## config.mk

```make
export PLATFORM = sky130hd
export DESIGN_NAME = psq_sequencer
export DESIGN_NICKNAME = d
export VERILOG_FILES = /design/src/rtl/psq_pkg.sv /design/src/rtl/psq_stack_if.sv /design/src/rtl/psq_ret_stack.sv /design/src/rtl/psq_sequencer.sv
export VERILOG_INCLUDE_DIRS = /design/src /design/src/rtl
export SDC_FILE = /design/constraint.sdc
export NUM_CORES = 1
export LEC_CHECK = 0
export BUFFER_PORTS_ARGS = -buffer_cell sky130_fd_sc_hd__buf_2
export CAP_MARGIN = 40
export CELL_PAD_IN_SITES_DETAIL_PLACEMENT = 1
export CELL_PAD_IN_SITES_GLOBAL_PLACEMENT = 2
export CORE_ASPECT_RATIO = 0.6
export CORE_MARGIN = 10
export CORE_UTILIZATION = 37
export DETAILED_ROUTE_END_ITERATION = 10
export PLACE_DENSITY = 0.87
export REMOVE_ABC_BUFFERS = 1
export SLEW_MARGIN = 20
export SYNTH_ARGS = -nofsm -noshare
export SYNTH_HDL_FRONTEND = slang
export SYNTH_SLANG_ARGS = --single-unit
```

## constraint.sdc

```tcl
create_clock -name i_ref_clk -period 3.25 [get_ports i_ref_clk]
set_input_delay 0.4875 -clock i_ref_clk [delete_from_list [all_inputs] [get_ports i_ref_clk]]
set_output_delay 0.4875 -clock i_ref_clk [all_outputs]
set_load 0.02 [all_outputs]
```

## src/rtl/psq_regs.svh

```systemverilog
`ifndef PSQ_REGS_SVH
`define PSQ_REGS_SVH
`define PSQ_PC_W          10
`define PSQ_RESET_VEC     10'h000
`define PSQ_SWI_VEC       10'h001
`define PSQ_HWI_VEC       10'h008
`define PSQ_STACK_DEPTH   8
`define PSQ_SP_W          3
`define PSQ_CLK_PER_CYC   3'h4
`define PSQ_CALL_MASK     10'h0FF
`define PSQ_MJMP_MASK     10'h1FF
`define PSQ_IRQ_TMR0      0
`define PSQ_IRQ_TMR1      1
`define PSQ_IRQ_WDOG      2
`define PSQ_IRQ_PCHG      3
`define PSQ_IRQ_EXT       4
`define PSQ_HALT_WAKE_MASK 5'h1C
`endif

```

## src/rtl/psq_pkg.sv

```systemverilog
package psq_pkg;
  typedef enum logic [3:0] {
    PSQ_OP_NONE    = 4'b0000,
    PSQ_OP_SEQ     = 4'b0001,
    PSQ_OP_SKIP    = 4'b0010,
    PSQ_OP_SCALL   = 4'b0011,
    PSQ_OP_TJUMP   = 4'b0100,
    PSQ_OP_TCALL   = 4'b0101,
    PSQ_OP_MJUMP   = 4'b0110,
    PSQ_OP_LONG_SUBROUTINE_JUMP   = 4'b0111,
    PSQ_OP_LJUMP   = 4'b1000,
    PSQ_OP_RET     = 4'b1001,
    PSQ_OP_RETLIT  = 4'b1010,
    PSQ_OP_RETI    = 4'b1011,
    PSQ_OP_SWI     = 4'b1100,
    PSQ_OP_PCLWR   = 4'b1101
  } psq_op_e;
  typedef enum logic [1:0] {
    PSQ_PM_NORMAL  = 2'b00,
    PSQ_PM_SLOW    = 2'b01,
    PSQ_PM_STANDBY = 2'b10,
    PSQ_PM_HALT    = 2'b11
  } psq_pmode_e;
  typedef logic [9:0] psq_addr_t;
endpackage

```

## src/rtl/psq_stack_if.sv

```systemverilog
`timescale 1ns/100ps
interface psq_stack_if;
  logic       push;
  logic       pop;
  logic [9:0] push_addr;
  logic [9:0] top_addr;
  modport owner (output push, output pop, output push_addr, input top_addr);
  modport store (input push, input pop, input push_addr, output top_addr);
endinterface

```

## src/rtl/psq_ret_stack.sv

```systemverilog
`timescale 1ns/100ps
`include "psq_regs.svh"
module psq_ret_stack (
  input  wire logic  i_ref_clk,
  input  wire logic  i_sys_rst,
  psq_stack_if.store s_stk
);
  import psq_pkg::*;
  typedef struct packed {
    logic [`PSQ_STACK_DEPTH-1:0][`PSQ_PC_W-1:0] mem;
    logic [`PSQ_SP_W-1:0]                       sp;
    logic [`PSQ_PC_W-1:0]                       top;
  } psq_stk_s;
  psq_stk_s st_q;
  psq_stk_s st_d;
  logic [`PSQ_SP_W-1:0] sp_dec;
  assign sp_dec         = st_q.sp - 3'h1;
  assign s_stk.top_addr = st_q.top;
  // ==========================================
  // circular store: overflow overwrites oldest, no flag
  always_comb begin
    st_d = st_q;
    if (s_stk.push) begin
      st_d.mem[st_q.sp] = s_stk.push_addr;
      st_d.sp           = st_q.sp + 3'h1;
      st_d.top          = s_stk.push_addr;
    end else if (s_stk.pop) begin
      st_d.sp  = sp_dec;
      st_d.top = st_q.mem[sp_dec - 3'h1];
    end
  end
  always_ff @(posedge i_ref_clk) begin
    if (i_sys_rst) begin
      st_q <= '0;
    end else begin
      st_q <= st_d;
    end
  end
endmodule // psq_ret_stack

```

## src/rtl/psq_sequencer.sv

```systemverilog
`timescale 1ns/100ps
`include "psq_regs.svh"
// How it works
// - program counter is ten bits, covering the whole 1K-word program memory.
// - reset loads counter with 0x000 and fetching starts there.
// - software interrupt jumps to address 0x001.
// - every hardware interrupt jumps to shared address 0x008.
// - short call and table jump/call reach 256 locations.
// - medium jump reaches 512 locations.
// - long call and long jump reach the whole program memory.
// - calls and software interrupts push the next word address onto the stack; hardware interrupts push the interrupted address.
// - all three return kinds pop the top entry into the counter.
// - return stack is hardware, eight entries deep.
// - instructions take one cycle; branches and taken skips take two.
// - one instruction cycle lasts four system clocks.
// - pin 0 is external interrupt only when select and enable both set.
// - five hardware sources: timer0, timer1, watchdog, pin change, external.
// - in standby any of the five sources wakes the device.
// - in halt only watchdog, pin change and external wake the device.
// - low on pin 3, when set as reset input, resets the device.
// - counter advances by one per non-bubble cycle in normal and slow mode unless an instruction or hardware interrupt writes it.
// - on a low-byte write, counter top two bits load only from the high-byte buffer.
module psq_sequencer (
  input  wire logic              i_ref_clk,
  input  wire logic              i_sys_rst,
  input  wire psq_pkg::psq_op_e  i_op,
  input  wire logic [9:0]        i_target,
  input  wire logic              i_skip_taken,
  input  wire logic [7:0]        i_pc_low_byte,
  input  wire logic [1:0]        i_pc_high_buffer,
  input  wire logic [4:0]        i_irq_flags,
  input  wire logic              i_gie,
  input  wire psq_pkg::psq_pmode_e i_pmode,
  input  wire logic              i_port_pin_0,
  input  wire logic              i_ext_irq_select,
  input  wire logic              i_ext_irq_enable,
  input  wire logic              i_port_pin_3,
  input  wire logic              i_pin3_is_reset,
  output logic [9:0]             o_pc,
  output logic                   o_fetch,
  output logic                   o_cycle_end,
  output logic                   o_irq_taken,
  output logic                   o_wake,
  output logic                   o_core_rst,
  output logic [4:0]             o_irq_src
);
  import psq_pkg::*;

  typedef struct packed {
    logic [9:0] pc;
    logic [1:0] phase;
    logic       bubble;
    logic       ext_prev;
    logic       ext_evt;
    logic       fetch;
    logic       cyc_end;
    logic       irq_tk;
    logic       wake;
    logic [4:0] src;
  } psq_seq_s;

  psq_seq_s    sq_q;
  psq_seq_s    sq_d;
  psq_stack_if stk ();
  logic        rst_all;
  logic        ext_pin_live;
  logic [4:0]  pend;
  logic [4:0]  wake_src;
  logic        last_clk;
  logic [9:0]  pc_inc;

  // ==========================================
  // reset and interrupt qualification
  assign rst_all      = i_sys_rst | (i_pin3_is_reset & ~i_port_pin_3);
  assign ext_pin_live = i_ext_irq_select & i_ext_irq_enable;
  // external event is a falling edge only while pin 0 owns the interrupt role
  always_comb begin
    pend                = i_irq_flags;
    pend[`PSQ_IRQ_EXT]  = i_irq_flags[`PSQ_IRQ_EXT] | sq_q.ext_evt;
  end
  // halt stops the timers' clock, so only three sources may wake it
  always_comb begin
    wake_src = '0;
    if (i_pmode == PSQ_PM_STANDBY) begin
      wake_src = pend;
    end else if (i_pmode == PSQ_PM_HALT) begin
      wake_src = pend & `PSQ_HALT_WAKE_MASK;
    end
  end

  psq_ret_stack u_stack (
    .i_ref_clk (i_ref_clk),
    .i_sys_rst (rst_all),
    .s_stk     (stk)
  );

  assign last_clk = (sq_q.phase == 2'(`PSQ_CLK_PER_CYC - 3'h1));
  assign pc_inc   = sq_q.pc + 10'h001;

  // ==========================================
  // next program counter
  always_comb begin
    sq_d          = sq_q;
    stk.push      = 1'b0;
    stk.pop       = 1'b0;
    stk.push_addr = pc_inc;
    sq_d.phase    = sq_q.phase + 2'h1;
    sq_d.fetch    = 1'b0;
    sq_d.cyc_end  = last_clk;
    sq_d.irq_tk   = 1'b0;
    sq_d.wake     = |wake_src;
    sq_d.src      = pend;
    sq_d.ext_prev = i_port_pin_0;
    if (ext_pin_live && sq_q.ext_prev && !i_port_pin_0) begin
      sq_d.ext_evt = 1'b1;
    end else if (last_clk) begin
      sq_d.ext_evt = 1'b0;
    end
    if (last_clk) begin
      sq_d.fetch = 1'b1;
      if (sq_q.bubble) begin
        sq_d.bubble = 1'b0;
      end else if (i_gie && (|pend) && (i_pmode == PSQ_PM_NORMAL || i_pmode == PSQ_PM_SLOW)) begin
        stk.push_addr = sq_q.pc;
        stk.push      = 1'b1;
        sq_d.pc       = `PSQ_HWI_VEC;
        sq_d.irq_tk   = 1'b1;
        sq_d.bubble   = 1'b1;
      end else if (i_pmode == PSQ_PM_STANDBY || i_pmode == PSQ_PM_HALT) begin
        sq_d.fetch = 1'b0; // pc frozen while asleep
      end else begin
        sq_d.pc = pc_inc;
        case (i_op)
          PSQ_OP_SKIP: begin
            if (i_skip_taken) begin
              sq_d.pc     = sq_q.pc + 10'h002;
              sq_d.bubble = 1'b1;
            end
          end
          PSQ_OP_SCALL, PSQ_OP_TCALL: begin
            stk.push    = 1'b1;
            sq_d.pc     = (sq_q.pc & ~`PSQ_CALL_MASK) | (i_target & `PSQ_CALL_MASK);
            sq_d.bubble = 1'b1;
          end
          PSQ_OP_TJUMP: begin
            sq_d.pc     = (sq_q.pc & ~`PSQ_CALL_MASK) | (i_target & `PSQ_CALL_MASK);
            sq_d.bubble = 1'b1;
          end
          PSQ_OP_MJUMP: begin
            sq_d.pc     = (sq_q.pc & ~`PSQ_MJMP_MASK) | (i_target & `PSQ_MJMP_MASK);
            sq_d.bubble = 1'b1;
          end
          PSQ_OP_LONG_SUBROUTINE_JUMP: begin
            stk.push    = 1'b1;
            sq_d.pc     = i_target;
            sq_d.bubble = 1'b1;
          end
          PSQ_OP_LJUMP: begin
            sq_d.pc     = i_target;
            sq_d.bubble = 1'b1;
          end
          PSQ_OP_RET, PSQ_OP_RETLIT, PSQ_OP_RETI: begin
            stk.pop     = 1'b1;
            sq_d.pc     = stk.top_addr;
            sq_d.bubble = 1'b1;
          end
          PSQ_OP_SWI: begin
            stk.push    = 1'b1;
            sq_d.pc     = `PSQ_SWI_VEC;
            sq_d.bubble = 1'b1;
          end
          PSQ_OP_PCLWR: begin
            sq_d.pc     = {i_pc_high_buffer, i_pc_low_byte};
            sq_d.bubble = 1'b1;
          end
          default: begin
            sq_d.pc = pc_inc;
          end
        endcase
      end
    end
  end

  always_ff @(posedge i_ref_clk) begin
    if (rst_all) begin
      sq_q    <= '0;
      sq_q.pc <= `PSQ_RESET_VEC;
    end else begin
      sq_q <= sq_d;
    end
  end

  assign o_pc        = sq_q.pc;
  assign o_fetch     = sq_q.fetch;
  assign o_cycle_end = sq_q.cyc_end;
  assign o_irq_taken = sq_q.irq_tk;
  assign o_wake      = sq_q.wake;
  assign o_irq_src   = sq_q.src;
  assign o_core_rst  = rst_all;
endmodule // psq_sequencer

```

== Word level (Yosys, flattened, before mapping) ==
Index checks and enable logic that the tools add are counted.
Word-level totals
  bits in registers: 117
  bits in latches: 0
  bits in writable memories: 0
  bits in read-only memories: 0
  bits of input ports: 40
  output and inout port bits: 20
  word-level logic and storage cells: 113
  memories: 0
Operators by class
  $add $sub $neg: 6
  multipliers: 0
  div/mod/pow operators: 0
  $lt $le $gt $ge: 3
  equality and inequality tests: 17
  shifts and indexed selects: 0
  mux-type cells: 37
  bitwise logic cells: 9
  reductions and logical operators: 21
Operator list (number)
  80-bit bitwise mux: 1
  10-bit two-way mux: 8
  10-bit case mux with 7 select lines: 1
  10-bit binary-select mux with 3-bit select: 1
  10-bit demux with 3-bit select: 1
  13-bit two-way mux: 2
  4-bit equality test, second input constant: 6
  1-bit two-way mux: 20
  4-bit by 3-bit equality test with 1-bit output, second input constant: 4
  11-bit OR reduction: 1
  10-bit by 1-bit adder with 10-bit output, second input constant: 1
  10-bit by 2-bit adder with 10-bit output, second input constant: 1
  5-bit two-way mux: 2
  10-bit by 8-bit OR with 10-bit output: 1
  10-bit by 9-bit OR with 10-bit output: 1
  5-bit OR reduction: 2
  3-bit OR reduction: 3
  4-bit by 2-bit equality test with 1-bit output, second input constant: 2
  3-bit by 4-bit < comparator with 1-bit output, second input constant: 2
  2-bit equality test, second input constant: 3
  3-bit by 1-bit subtractor with 3-bit output, second input constant: 2
  1-bit logical AND: 5
  2-bit nonzero test: 2
  2-bit OR reduction: 2
  other kinds (14): 19

== Longest topological paths before layout ==
  word-level depth: 9
  mapped depth: 11
  depth with buffers taken out: 8

== By module ==
Synthesis repeated with hierarchy kept, for this count alone.
Unflattened totals
  cell total of the unflattened synthesis: 758
  area, all modules: 6316.1 um^2
By module, submodules not included
  psq_ret_stack: times used 1, cells each 485, area each 4256.6 um^2, sequential area each 1861.8 um^2
  psq_sequencer: times used 1, cells each 273, area each 2059.5 um^2, sequential area each 480.5 um^2

== Worst setup path after synthesis ==
OpenSTA, ideal clock, no wires.
  path type: flip-flop to flip-flop
  start: reg u_stack.st_q[11] in the netlist's numbering
  end: reg u_stack.st_q (netlist bit u_stack.s_stk.top_addr[9])
  library setup time: 0.114 ns
  data arrival time: 2.638 ns
  data required time: 3.136 ns
  slack: 0.498 ns
  cell stages (with the launch flop): 11
  path buffers: 4
  period minus slack after synthesis: 2.752 ns
  path through: dfxtp_1 -> clkbuf_2 -> clkinv_1 -> ha_1 -> clkbuf_1 -> buf_2 -> buf_2 -> mux4_2 -> mux2i_1 -> o32ai_1 -> a21o_1
Between the ends
  longest elaborated chain between the ends: 6
RTL lines
  start, declared: RTL line psq_ret_stack.sv:14  | psq_stk_s st_q;
  start signal, assigned: RTL line psq_ret_stack.sv:36  | st_q <= st_d;
  3-bit by 1-bit subtractor with 3-bit output: RTL line psq_ret_stack.sv:17  | assign sp_dec = st_q.sp - 3'h1;
  3-bit by 1-bit subtractor with 3-bit output: RTL line psq_ret_stack.sv:29  | st_d.top = st_q.mem[sp_dec - 3'h1];
  10-bit binary-select mux with 3-bit select: RTL line psq_ret_stack.sv:29
  10-bit two-way mux (not written as such): RTL line psq_ret_stack.sv:29
  13-bit two-way mux: RTL line psq_ret_stack.sv:27  | end else if (s_stk.pop) begin
  13-bit two-way mux: RTL line psq_ret_stack.sv:23  | if (s_stk.push) begin
No other way between the ends. The select of a mux whose other input is x is not followed.
A chain may end at the register's enable or synchronous reset.

== Final worst setup path ==
  start: reg u_stack.st_q[11] in the netlist's numbering
  end: reg u_stack.st_q (netlist bit u_stack.s_stk.top_addr[6])
The elaborated chain is that of the path after synthesis.

==> results.yml <==
grt:
  grt_usage_pct: 18.1
  grt_pass1_wl_um: 32700
  gr-total-overflow: 0
  grt_max_degree: 60
  antenna_found_initial: 0
  grt_pass1_vias: 5757
final_layout:
  drive_above_1_share_pct: 21.6
  layout.cells.non_filler: 972
  diodes: 0
  fillers: 1879
  nets: 778
  area_delta_synth_final_pct: 18.0
floorplan:
  die_w_um: 187
  start_util_pct: 38.0
  rows: 36
  io_pins: 60
  dieArea_sq_um: 22500
  chipHeight_um: 120
  core_area_sq_um: 16300
critical_path:
  slowest_stage: "dfxtp_1"
  r2r_slack_ns: 0.45
  reg2reg_depth: 7
  critical_path_buf_inv_count: 2
  slowest_delay_ns: 0.57
  cp.depth: 7
  critPathLaunchType: "register"
  path_cells: "clkinv_1, ha_1, buf_12, mux4_2, mux2i_1, nor2_1, a311o_1"
  crit_fanout: 20
  crit_end: "u_stack.s_stk.top_addr[6]"
  critical_path_class: "reg2reg"
  critPathArrivalTime_ns: 3.09
  end_kind: "register"
  worst_ep_required_time_ns: 3.55
  r2r-start: "u_stack.st_q[11]"
  cp_top_family: "multiplexers"
  reg2reg_to: "u_stack.s_stk.top_addr[6]"
  critPathLaunch: "u_stack.st_q[11]"
timing:
  finalCriticalPeriod_ns: 2.80
  setup_viol: 0
  fin_skew_ns: 0.00963
  hold_viol_final: 0
  max_freq_ghz: 0.357
  period_share_pct: 86.1
  worst_pin_slew_ns: 0.814
  fin_ws_ns: 0.452
  slew_headroom_pct: 45.5
  maxSlewViolCount: 0
  rsz0062_at_grt: "false"
  setup_tns_ns: 0
placement:
  dp_cells: 939
  io_buffers: 59
  dpl_worst_slack_ns: 0.342
  dp_hpwl_um: 14600
  gp_congestion: 0.882
cts:
  cts_hold_buf: 0
  ctsResizeCount: 0
  cts.sinks: 117
  post_cts_buffers: 0
  cts_buffers: 17
  cts-root-buf: "clkbuf_16"
  clk_pin_slew_ns: 0.06
  insertion_delay_ns: 0.42
  cts_tree: "built"
  htree_levels: 4
  cts_max_path_buffers: 2
routing:
  antenna_left: 0
  viasPerCell: 5.66
  vias: 5500
  totalWireLength_um: 20300
  drt-initial-drc-count: 408
  wire_per_inst_um: 20.9
  route.detailed.drc: 0
  dr.pass1.iters: 4
min_path:
  hold_class: "in2reg"
synthesis:
  syn-instance-count: 689
  synth_area_leader_cell: "dfxtp_1"
  yosys_warnings: 0
  ys_seq_elements: 117
  async_flop_share_pct: 0
  synth_ff_type: "dfxtp_1"
  avgSynthCellArea_sq_um: 8.99
  netlist.area_leader.share_pct: 37.8
  seq_area_frac_synth_pct: 37.8
  syn_area_sq_um: 6190
  yosysUniqueCellTypes: 70
  synth_area_leaders: "dfxtp_1 (38%), mux4_2 (7.3%), a21oi_1 (7.2%)"
  synth-edff-count: 0
job:
  maxCapViolCount: 0
run_status:
  outcome: "finished, final reports clean"
pwr:
  peakVddDrop_v: 0.000268
  leakage_uw: 0.00273
  cellPowerDensity_nw_per_um2: 519
## worst min-delay path by stage
stage          endpoint  cells after the start          from
4_1_cts        sq_q[10]                      2  i_port_pin_0
6_report       sq_q[10]                      2  i_port_pin_0
5_1_grt        sq_q[10]                      2  i_port_pin_0
2_1_floorplan  sq_q[12]                      1      sq_q[12]
3_3_place_gp   sq_q[12]                      1      sq_q[12]
3_5_place_dp   sq_q[12]                      1      sq_q[12]
## cells by family (layout without fill, tap and decap cells)
family                     Yosys count  after routing  synth area share (%)
AOI/OAI and AO/OA                  247            247                  24.6
xor gates and xnor gates            19             19                  2.81
adders and majority gates            6              6                  1.21
buffers and inverters               76            131                  7.31
DFF                                117            117                  37.8
muxes                               42             42                  10.8
and+or+nand+nor                    182            182                  15.4
## power by group
group	internal, uW	switching (uW)	total, uW	leakage, uW
combinational	83.9	152	236	0.00147
clock	1420	689	2100	0.000320
sequential	1440	5.56	1450	0.000944
total	2940	846	3790	0.00273
## through the flow
stage	utilization, %	cell area (sq um)	hold slack (ns)	power [uW]
after floorplan	-	5780	0.399	1600
after global placement	40.7	6640	0.408	1700
after detailed placement	40.7	6640	0.430	1710
after CTS	44.7	7290	0.261	3810
after global routing	44.8	7310	0.294	3910
final	44.8	7310	0.278	3790
## sequential cells by signal (all words and copies together) (netlist names)
name,cells
o_irq_taken,1
o_fetch,1
o_wake,1
o_pc,10
o_cycle_end,1
sq_q,5
u_stack.s_stk.top_addr,10
o_irq_src,5
u_stack.st_q,83
## cell type report
cell class / count / area, sq um / area share [%]
clock buffers: 22 / 474 / 6.49
inverters: 10 / 37.5 / 0.514
multi-input cells: 496 / 3410 / 46.7
flip-flops and latches: 117 / 2340 / 32.0
well taps: 228 / 285 / 3.90
clock inverters: 9 / 174 / 2.38
repair buffers: 90 / 582 / 7.96
## cell usage in the layout (no fill, tap or decap), types with 6 or more instances in the layout
cell       netlist  layout
mux4_2          20      20
inv_1            8       8
nor2_1          64      64
nor3_1          13      13
o21ai_0         79      79
mux2i_1         22      22
nand2b_1         9       9
nand2_1         47      47
a21oi_1         89      88
ha_1             6       6
buf_2            7      59
a21o_1           7       7
nand4_1          6       6
xor2_1          10      10
buf_4           16      25
xnor2_1          8       8
a211oi_1        21      21
and2_1           7       7
dfxtp_1        117     117
clkbuf_16        0      17
## synthesized netlist by cell type (7+ instances only)
cell type and instances:
a211oi_1 21, a21o_1 7, a21oi_1 89, and2_1 7, buf_2 7, buf_4 16
buf_6 13, clkbuf_1 25, dfxtp_1 117, inv_1 8, mux2i_1 22, mux4_2 20
nand2_1 47, nand2b_1 9, nor2_1 64, nor3_1 13, o21ai_0 79, xnor2_1 8
xor2_1 10
## layer usage
metal | vias up | track usage, % | routed length (um)
met5 | - | 0 | 0
met4 | 0 | 5.47 | 218
met3 | 21 | 4.91 | 1190
met2 | 124 | 27.3 | 8730
met1 | 2760 | 24.7 | 10100
li1 | 2595 | - | -
Note: power is estimated with default switching activity, not from simulation.
